### src/design/dar_pkg.sv
package dar_pkg;
	localparam int CLK_PERIOD_PS = 25000;
	localparam int RESULT_BITS = 14;
	localparam int DAISY_SLOT_BITS = 14;
	localparam int POWERUP_TIME_US = 70;
	localparam int POWERUP_CYCLES =
		(POWERUP_TIME_US * 1000000 + CLK_PERIOD_PS - 1) / CLK_PERIOD_PS;
	localparam int QUIET_TIME_NS = 50;
	localparam int QUIET_CYCLES = (QUIET_TIME_NS * 1000 + CLK_PERIOD_PS - 1) / CLK_PERIOD_PS;
	localparam int CONV_TIME_NS = 600;
	localparam int OSC_DIV = 2;
	localparam int CONV_OSC_TICKS = (CONV_TIME_NS * 1000) / (CLK_PERIOD_PS * OSC_DIV);
	localparam int SCLK_HALF_CYCLES = 8;
	localparam int START_LOW_CYCLES = 4;
	localparam int CNT_W = 12;
	localparam logic [2:0] PIN_SYNC_RESET = 3'h7;
	localparam logic [2:0] LINE_SYNC_RESET = 3'h0;

	typedef enum logic [1:0] {
		DEV_IDLE = 2'h0,
		DEV_CONV = 2'h1,
		DEV_SHUT = 2'h2
	} dar_dev_state_e;

	typedef enum logic [2:0] {
		H_POWERUP = 3'h0,
		H_IDLE = 3'h1,
		H_START = 3'h2,
		H_CONV = 3'h3,
		H_READ = 3'h4,
		H_QUIET = 3'h5
	} dar_host_state_e;
endpackage

### src/design/dar_link_if.sv
`timescale 1ns/1ps
// The data lines are carried as value plus enable; a low enable means the pin floats.
interface dar_link_if;
	logic convStartN;
	logic csN;
	logic sclk;
	logic busy;
	logic serialOutA;
	logic serialOutAEn;
	logic serialOutB;
	logic serialOutBEn;

	modport adc (
		input convStartN,
		input csN,
		input sclk,
		output busy,
		output serialOutA,
		output serialOutAEn,
		output serialOutB,
		output serialOutBEn
	);

	modport host (
		output convStartN,
		output csN,
		output sclk,
		input busy,
		input serialOutA,
		input serialOutAEn,
		input serialOutB,
		input serialOutBEn
	);
endinterface

### src/design/dar_pair_buffer.sv
`timescale 1ns/1ps
// Shifting buffer: entry 0 is always the head, so the read data comes straight from a flop.
module dar_pair_buffer #(
	parameter int WIDTH = 28,
	parameter int DEPTH = 2
) (
	input wire logic clk,
	input wire logic reset,
	input wire logic [WIDTH-1:0] inData,
	input wire logic inValid,
	output logic inReady,
	output logic [WIDTH-1:0] outData,
	output logic outValid,
	input wire logic outReady
);
	localparam int CNTW = $clog2(DEPTH + 1);

	logic [WIDTH-1:0] mem_r [DEPTH];
	logic [CNTW-1:0] count_r;
	logic inReady_r;
	logic outValid_r;

	wire push = inValid & inReady_r;
	wire pop = outValid_r & outReady;
	wire [CNTW-1:0] wrIdx = count_r - CNTW'(pop);
	wire [CNTW-1:0] countNxt = count_r + CNTW'(push) - CNTW'(pop);

	always_ff @(posedge clk or posedge reset) begin
		if (reset) begin
			count_r <= '0;
			inReady_r <= 1'b1;
			outValid_r <= 1'b0;
		end else begin
			count_r <= countNxt;
			inReady_r <= countNxt != CNTW'(DEPTH);
			outValid_r <= countNxt != '0;
		end
	end

	for (genvar i = 0; i < DEPTH; i++) begin : g_entry
		wire [WIDTH-1:0] above;
		if (i < DEPTH - 1) begin : g_mid
			assign above = mem_r[i+1];
		end else begin : g_top
			assign above = mem_r[i];
		end
		always_ff @(posedge clk or posedge reset) begin
			if (reset) begin
				mem_r[i] <= '0;
			end else if (push && wrIdx == CNTW'(i)) begin
				mem_r[i] <= inData;
			end else if (pop) begin
				mem_r[i] <= above;
			end
		end
	end

	assign inReady = inReady_r;
	assign outValid = outValid_r;
	assign outData = mem_r[0];
endmodule

### src/design/dar_host_end.sv
`timescale 1ns/1ps
// Host end: makes the conversion start, chip select and serial clock, collects results.
module dar_host_end #(
	parameter int RESULT_BITS = dar_pkg::RESULT_BITS,
	parameter int BUF_DEPTH = 2
) (
	input wire logic clk,
	input wire logic reset,
	dar_link_if.host link,
	input wire logic startReq,
	input wire logic dualOnLineA,
	input wire logic shutdownAfter,
	output logic startReady,
	output logic [2*RESULT_BITS-1:0] wordData,
	output logic wordValid,
	input wire logic wordReady
);
	localparam int CW = dar_pkg::CNT_W;
	localparam int STREAM = RESULT_BITS + dar_pkg::DAISY_SLOT_BITS;
	localparam int WW = 2 * RESULT_BITS;

	dar_pkg::dar_host_state_e state_r;
	logic [CW-1:0] cnt_r;
	logic [CW-1:0] bitCnt_r;
	logic [2:0] lineS1_r;
	logic [2:0] lineS2_r;
	logic convN_r, csN_r, sclk_r, dual_r, shdn_r, needPwr_r, startReady_r, push_r;
	logic [STREAM-1:0] shA_r;
	logic [RESULT_BITS-1:0] shB_r;
	logic [WW-1:0] word_r;
	logic bufInReady;

	// ==========================================================
	// Pin sampling and decode
	always_ff @(posedge clk or posedge reset) begin
		if (reset) begin
			lineS1_r <= dar_pkg::LINE_SYNC_RESET;
			lineS2_r <= dar_pkg::LINE_SYNC_RESET;
		end else begin
			lineS1_r <= {link.busy, link.serialOutA, link.serialOutB};
			lineS2_r <= lineS1_r;
		end
	end

	wire busyS = lineS2_r[2];
	wire accept = startReq & startReady_r;
	wire halfTick = cnt_r == CW'(dar_pkg::SCLK_HALF_CYCLES - 1);
	wire [CW-1:0] nBits = dual_r ? CW'(STREAM) : CW'(RESULT_BITS);
	wire endRead = halfTick & ~sclk_r & (bitCnt_r == nBits);
	wire [WW-1:0] wordNxt = dual_r ? {shA_r[STREAM-1 -: RESULT_BITS], shA_r[RESULT_BITS-1:0]}
		: {shA_r[RESULT_BITS-1:0], shB_r};

	// ==========================================================
	// Sequence
	always_ff @(posedge clk or posedge reset) begin
		if (reset) begin
			state_r <= dar_pkg::H_POWERUP;
			cnt_r <= '0;
			bitCnt_r <= '0;
			convN_r <= 1'b1;
			csN_r <= 1'b1;
			sclk_r <= 1'b1;
			dual_r <= 1'b0;
			shdn_r <= 1'b0;
			needPwr_r <= 1'b0;
			push_r <= 1'b0;
			shA_r <= '0;
			shB_r <= '0;
			word_r <= '0;
		end else begin
			push_r <= 1'b0;
			case (state_r)
				dar_pkg::H_POWERUP: begin
					convN_r <= 1'b1;
					cnt_r <= cnt_r + 1'b1;
					if (cnt_r == CW'(dar_pkg::POWERUP_CYCLES - 1)) begin
						cnt_r <= '0;
						needPwr_r <= 1'b0;
						state_r <= needPwr_r ? dar_pkg::H_START : dar_pkg::H_IDLE;
						convN_r <= ~needPwr_r;
					end
				end
				dar_pkg::H_IDLE: begin
					if (accept) begin
						dual_r <= dualOnLineA;
						shdn_r <= shutdownAfter;
						cnt_r <= '0;
						state_r <= needPwr_r ? dar_pkg::H_POWERUP : dar_pkg::H_START;
						convN_r <= needPwr_r;
					end
				end
				dar_pkg::H_START: begin
					if (cnt_r != CW'(dar_pkg::START_LOW_CYCLES - 1)) begin
						cnt_r <= cnt_r + 1'b1;
					end else if (busyS) begin
						convN_r <= ~shdn_r;
						state_r <= dar_pkg::H_CONV;
					end
				end
				dar_pkg::H_CONV: begin
					if (!busyS) begin
						needPwr_r <= shdn_r;
						csN_r <= 1'b0;
						sclk_r <= 1'b1;
						cnt_r <= '0;
						bitCnt_r <= '0;
						state_r <= dar_pkg::H_READ;
					end
				end
				dar_pkg::H_READ: begin
					cnt_r <= halfTick ? '0 : cnt_r + 1'b1;
					if (endRead) begin
						csN_r <= 1'b1;
						word_r <= wordNxt;
						push_r <= 1'b1;
						state_r <= dar_pkg::H_QUIET;
					end else if (halfTick) begin
						sclk_r <= ~sclk_r;
						if (sclk_r) begin
							bitCnt_r <= bitCnt_r + 1'b1;
							shA_r <= {shA_r[STREAM-2:0], lineS2_r[1]};
							shB_r <= {shB_r[RESULT_BITS-2:0], lineS2_r[0]};
						end
					end
				end
				dar_pkg::H_QUIET: begin
					cnt_r <= cnt_r + 1'b1;
					if (cnt_r == CW'(dar_pkg::QUIET_CYCLES - 1)) begin
						cnt_r <= '0;
						state_r <= dar_pkg::H_IDLE;
					end
				end
				default: state_r <= dar_pkg::H_IDLE;
			endcase
		end
	end

	// A request is only taken while the buffer has room, so the later push is never refused.
	always_ff @(posedge clk or posedge reset) begin
		if (reset) begin
			startReady_r <= 1'b0;
		end else begin
			startReady_r <= (state_r == dar_pkg::H_IDLE) & ~accept & bufInReady;
		end
	end

	dar_pair_buffer #(
		.WIDTH(WW),
		.DEPTH(BUF_DEPTH)
	) u_buffer (
		.clk(clk),
		.reset(reset),
		.inData(word_r),
		.inValid(push_r),
		.inReady(bufInReady),
		.outData(wordData),
		.outValid(wordValid),
		.outReady(wordReady)
	);

	assign startReady = startReady_r;
	assign link.convStartN = convN_r;
	assign link.csN = csN_r;
	assign link.sclk = sclk_r;
endmodule

### src/flat_wrapper.sv
// flat-port wrapper written by rule: the top's interface ports become plain ports
module dar_host_end_flat 
#(
	parameter int RESULT_BITS = dar_pkg::RESULT_BITS,
	parameter int BUF_DEPTH = 2
)
  (clk, reset, startReq, dualOnLineA, shutdownAfter, startReady, wordData, wordValid, wordReady, link_convStartN, link_csN, link_sclk, link_busy, link_serialOutA, link_serialOutAEn, link_serialOutB, link_serialOutBEn);
  dar_link_if link_i ();
  input wire logic clk;
  input wire logic reset;
  input wire logic startReq;
  input wire logic dualOnLineA;
  input wire logic shutdownAfter;
  output logic startReady;
  output logic [2*RESULT_BITS-1:0] wordData;
  output logic wordValid;
  input wire logic wordReady;
  output wire logic [$bits(link_i.convStartN)-1:0] link_convStartN;
  output wire logic [$bits(link_i.csN)-1:0] link_csN;
  output wire logic [$bits(link_i.sclk)-1:0] link_sclk;
  input wire logic [$bits(link_i.busy)-1:0] link_busy;
  input wire logic [$bits(link_i.serialOutA)-1:0] link_serialOutA;
  input wire logic [$bits(link_i.serialOutAEn)-1:0] link_serialOutAEn;
  input wire logic [$bits(link_i.serialOutB)-1:0] link_serialOutB;
  input wire logic [$bits(link_i.serialOutBEn)-1:0] link_serialOutBEn;
  assign link_convStartN = link_i.convStartN;
  assign link_csN = link_i.csN;
  assign link_sclk = link_i.sclk;
  assign link_i.busy = link_busy;
  assign link_i.serialOutA = link_serialOutA;
  assign link_i.serialOutAEn = link_serialOutAEn;
  assign link_i.serialOutB = link_serialOutB;
  assign link_i.serialOutBEn = link_serialOutBEn;
  dar_host_end #(.RESULT_BITS(RESULT_BITS), .BUF_DEPTH(BUF_DEPTH)) u_core (.clk(clk), .reset(reset), .link(link_i), .startReq(startReq), .dualOnLineA(dualOnLineA), .shutdownAfter(shutdownAfter), .startReady(startReady), .wordData(wordData), .wordValid(wordValid), .wordReady(wordReady));
endmodule
### config.mk
export PLATFORM = sky130hd
export DESIGN_NAME = dar_host_end_flat
export DESIGN_NICKNAME = d
export VERILOG_FILES = /design/src/design/dar_pkg.sv /design/src/design/dar_link_if.sv /design/src/design/dar_pair_buffer.sv /design/src/design/dar_host_end.sv /design/src/flat_wrapper.sv
export SDC_FILE = /design/constraint.sdc
export NUM_CORES = 1
export LEC_CHECK = 0
export BUFFER_PORTS_ARGS = -buffer_cell sky130_fd_sc_hd__buf_2
export CAP_MARGIN = 30
export CORE_ASPECT_RATIO = 1.25
export CORE_UTILIZATION = 65
export CTS_BUF_LIST = sky130_fd_sc_hd__clkbuf_2 sky130_fd_sc_hd__clkbuf_4 sky130_fd_sc_hd__clkbuf_8
export CTS_CLUSTER_DIAMETER = 100
export DETAILED_ROUTE_END_ITERATION = 7
export HOLD_SLACK_MARGIN = 0.15
export PLACE_DENSITY = 0.9
export SLEW_MARGIN = 20
export SYNTH_ARGS = -nofsm -noshare
export SYNTH_HDL_FRONTEND = slang
export SYNTH_SLANG_ARGS = --single-unit
### constraint.sdc
create_clock -name clk -period 9.2 [get_ports clk]
set_clock_uncertainty 0.2 [all_clocks]
set_input_delay 1.38 -clock clk [delete_from_list [all_inputs] [get_ports clk]]
set_output_delay 1.38 -clock clk [all_outputs]
set_load 0.01 [all_outputs]
==> summary by stage <==
Global routing
Entering global routing, the biggest net connects 111 pins. The initial antenna violation count is 0. In the global route stage, overall resource usage came out at 26.9%.

The first global-routing pass estimated 25800 um of wire. The number of global-route vias before repair was 5562. Summed over all layers, the global routing overflow is 0.

Worst setup path
Data arrives at the worst endpoint at 3.40 ns. STA classifies the critical path endpoint as a flop. In this run the critical register-to-register path is launched from u_core.cnt_r[0].

The largest fanout on the critical path is 8. The most critical setup path has its startpoint at u_core.cnt_r[0]. The worst setup path is of the flop to flop kind. The data required time of the worst path is 9.31 ns. The nature of the critical path startpoint is a flop.

Floorplanning
After floorplanning, the core was divided into 44 placement rows. The die covers 12300 um^2. The height of the die is 124 um.

The count of pins on the block boundary is 44. Once the floorplan was initialized, standard cells occupied 66.7% of the core. From left edge to right edge, the die measures 99.4 um. The area of the core region is 11600 um^2.

Place
The number of buffer cells added on primary ports is 41. The placer congestion estimate is 0.920. Once placement completed, the tool counted placed cells totaling 910.

The detailed-placement wirelength estimate is 10000 um.

CTS
TritonCTS built the clock tree. In this run, CTS created clock tree buffers numbering 17. The maximum buffer depth of the clock tree is 2. Gates resized during post-CTS repair numbered 0.

The H-tree was split into 4 levels. The number of clock sinks is 171. The clock latency at the later pin of the worst-skew pair is 0.44 ns. The buffer cell driving the clock tree root is sky130_fd_sc_hd__clkbuf_8.

For this design, the CTS-stage hold fixing added 0 buffers. The clock transition at the registers of the reported paths is 0.09 ns. The buffer count from post-CTS setup fixing is 0.

Power
Summed over all cells, the static leakage comes to 4.19 nW. Dividing total power by cell area gives a power density of 164 nW/um^2. The maximum vdd drop is 0.118 mV.

Timing
The number of pins exceeding their max-slew limit in the final report is 0. The number of hold violations in the final report is 0. The count of endpoints failing setup in the final report is 0. Setup repair after global routing left no endpoint under its margin.

The tightest slew margin relative to the limit is 40.0%. The slew at the pin closest to its max-slew limit is 0.901 ns. The final period demand of the worst path is 3.29 ns.

The aggregate negative setup slack is 0 ns. The upper clock frequency limit is 304 MHz. The share of the cycle needed by the critical path after routing is 35.8%.

Synth
The synthesized design contains 171 register bits. The synthesized netlist occupies a cell area of 7710 um^2. After synthesis, the largest area contributor takes up 54.2% of total cell area. The register area share after synthesis is 55.6%.

Counting every instance in the synthesized netlist gives 762. Yosys printed 0 warnings. Summed over all instances, the cell type with the most area after synthesis is sky130_fd_sc_hd__dfrtp_1. The number of nets in the synthesized netlist is 780. In the post-synthesis netlist, the biggest area contributors are sky130_fd_sc_hd__dfrtp_1 (54%), sky130_fd_sc_hd__nand2_1 (9.2%), sky130_fd_sc_hd__mux2i_1 (7.3%).

Dividing the synthesized area by the synthesized cell count gives 10.1 um^2. The number of different library cells in the post-synthesis netlist is 56. The dominant synthesized flop cell is sky130_fd_sc_hd__dfrtp_1. In the synthesized netlist the async set-or-reset flop fraction comes to 100%. The synthesized design contains 0 enable-type register cells.

Layout
For this run, the post-layout net count is 810. The repair_antennas step left the layout with diodes totalling 0. Compared with the post-synthesis result, the final layout area differs by 9.73%. Cells with a size suffix above 1 make up 16.0% of the layout.

For this run, the number of standard cells in the final layout without fillers is 943. The most common library cell in the layout ignoring fill and taps is sky130_fd_sc_hd__nand2_1. The top cell types in the final layout, fill and taps aside, are sky130_fd_sc_hd__nand2_1 (189), sky130_fd_sc_hd__dfrtp_1 (167), sky130_fd_sc_hd__mux2i_1 (56).

Drt
Dividing the detail-routed wire length by the instance count gives 16.5 um. After detailed routing, the number of vias per cell comes to 6.05. The detail route stage leaves a number of antenna-violating nets equal to 0. The post-detailed-routing wire length is 15600 um. The number of remaining DRC errors is 0.

The detailed-route via count is 5702. The initial DRC count is 323. The detailed-router iteration count before antenna repair is 5.

Flow run
Max-cap violations in this run came to 0.

Worst hold path
In this run the worst hold path is classified as flop to flop. In this run the most critical hold path is launched from u_core.lineS1_r[2].

Outcome
The flow ran to the end, and the final reports show no timing, DRC or antenna violations.
==> synth_stat cells, drive strengths merged (3+ instances only) <==
| library cell | count |
|---|---|
| buf | 3 |
| nor4 | 7 |
| xnor2 | 8 |
| o31ai | 4 |
| mux2i | 56 |
| nor2b | 4 |
| nand2b | 3 |
| dfstp | 4 |
| nand4b | 3 |
| or3 | 11 |
| dfrtp | 167 |
| ha | 7 |
| a21boi | 3 |
| inv | 16 |
| nor3 | 6 |
| nand4 | 5 |
| o211ai | 10 |
| nor2 | 45 |
| or4 | 9 |
| nand3 | 11 |
| a21oi | 39 |
| mux2 | 31 |
| nand2 | 189 |
| clkbuf | 37 |
| o21ai | 43 |
==> power breakdown <==
part | internal [W] | switching, W | leakage, nW
sequential | 0.000762 | 0.00000632 | 2.32
combinational | 0.0000320 | 0.0000538 | 1.66
clock | 0.000255 | 0.000278 | 0.207
total | 0.00105 | 0.000338 | 4.19
==> sequential cells by signal, indices dropped and copies added, names as in the netlist <==
signal and count:
u_core.u_buffer.count_r 2, u_core.lineS1_r 3, u_core.cnt_r 12, u_core.link.sclk 1, u_core.link.convStartN 1, u_core.shdn_r 1
u_core.word_r 28, u_core.push_r 1, u_core.lineS2_r 3, u_core.u_buffer.g_entry.above 28, u_core.shB_r 14, u_core.bitCnt_r 12
u_core.u_buffer.outData 28, u_core.startReady 1, u_core.state_r 3, u_core.u_buffer.inReady 1, u_core.link.csN 1, u_core.dual_r 1
u_core.shA_r 28, u_core.u_buffer.outValid 1, u_core.needPwr_r 1
==> final cells by class <==
class | count | area [um^2]
Sequential cell | 171 | 4280
Multi-Input combinational cell | 535 | 3230
Fill cell | 774 | 3110
Timing Repair Buffer | 51 | 300
Clock buffer | 18 | 248
Tap cell | 138 | 173
Clock inverter | 14 | 159
Inverter | 16 | 65.1
==> layer usage <==
layer / GRT usage (%) / wire length [um] / up-vias
met4: 10.6 / 303 / 0
met1: 33.3 / 6530 / 2835
met2: 46.7 / 8130 / 152
met5: 0 / 0 / -
met3: 5.61 / 616 / 31
li1: - / - / 2684
==> cell families (layout without fill, tap and decap cells) <==
group                    after synthesis  in the layout  synth area share [%]
flip-flops                           171            171                  55.6
AO/OA/AOI/OAI                        122            122                  9.55
XOR/XNOR                              10             10                  1.14
adder cells (fa/ha/maj)                7              7                  1.14
buffers and inverters                 56             99                  2.83
multiplexers                          87             87                  11.8
AND/OR/NAND/NOR                      309            309                  18.0
==> worst max-delay path, stage by stage (launching register included) <==
cell,delay (ns)
sky130_fd_sc_hd__dfrtp_1,0.46
sky130_fd_sc_hd__ha_1,0.24
sky130_fd_sc_hd__or4b_2,0.62
sky130_fd_sc_hd__nor4_2,0.52
sky130_fd_sc_hd__o32ai_1,0.39
sky130_fd_sc_hd__nor2_1,0.54
sky130_fd_sc_hd__o21ai_0,0.19
==> metrics by stage <==
stage          util (%)  power (W)  setup slack (ns)  hold slack (ns)  area, um^2
3_3_place_gp       69.3   0.000863              5.67            0.134        8020
5_1_grt            73.1    0.00144              5.65            0.175        8460
2_1_floorplan         -   0.000845              2.99            0.131        7710
6_report           73.1    0.00139              5.91            0.158        8460
3_5_place_dp       69.3   0.000868              5.60            0.140        8020
4_1_cts            72.8    0.00140              5.50            0.161        8420
==> final timing paths <==
check                                                       end  slack [ns]  cells after the start
max                                             u_core.cnt_r[3]        5.91                      6
min                                          u_core.lineS2_r[2]        0.16                      0
max reg2reg                                     u_core.cnt_r[3]        5.91                      6
min reg2reg                                  u_core.lineS2_r[2]        0.16                      0
max in group asynchronous  u_core.u_buffer.g_entry[0].above[14]        7.04                      3
min in group asynchronous                      u_core.shA_r[10]        0.70                      2
Note: power is estimated with default switching activity, not from simulation.
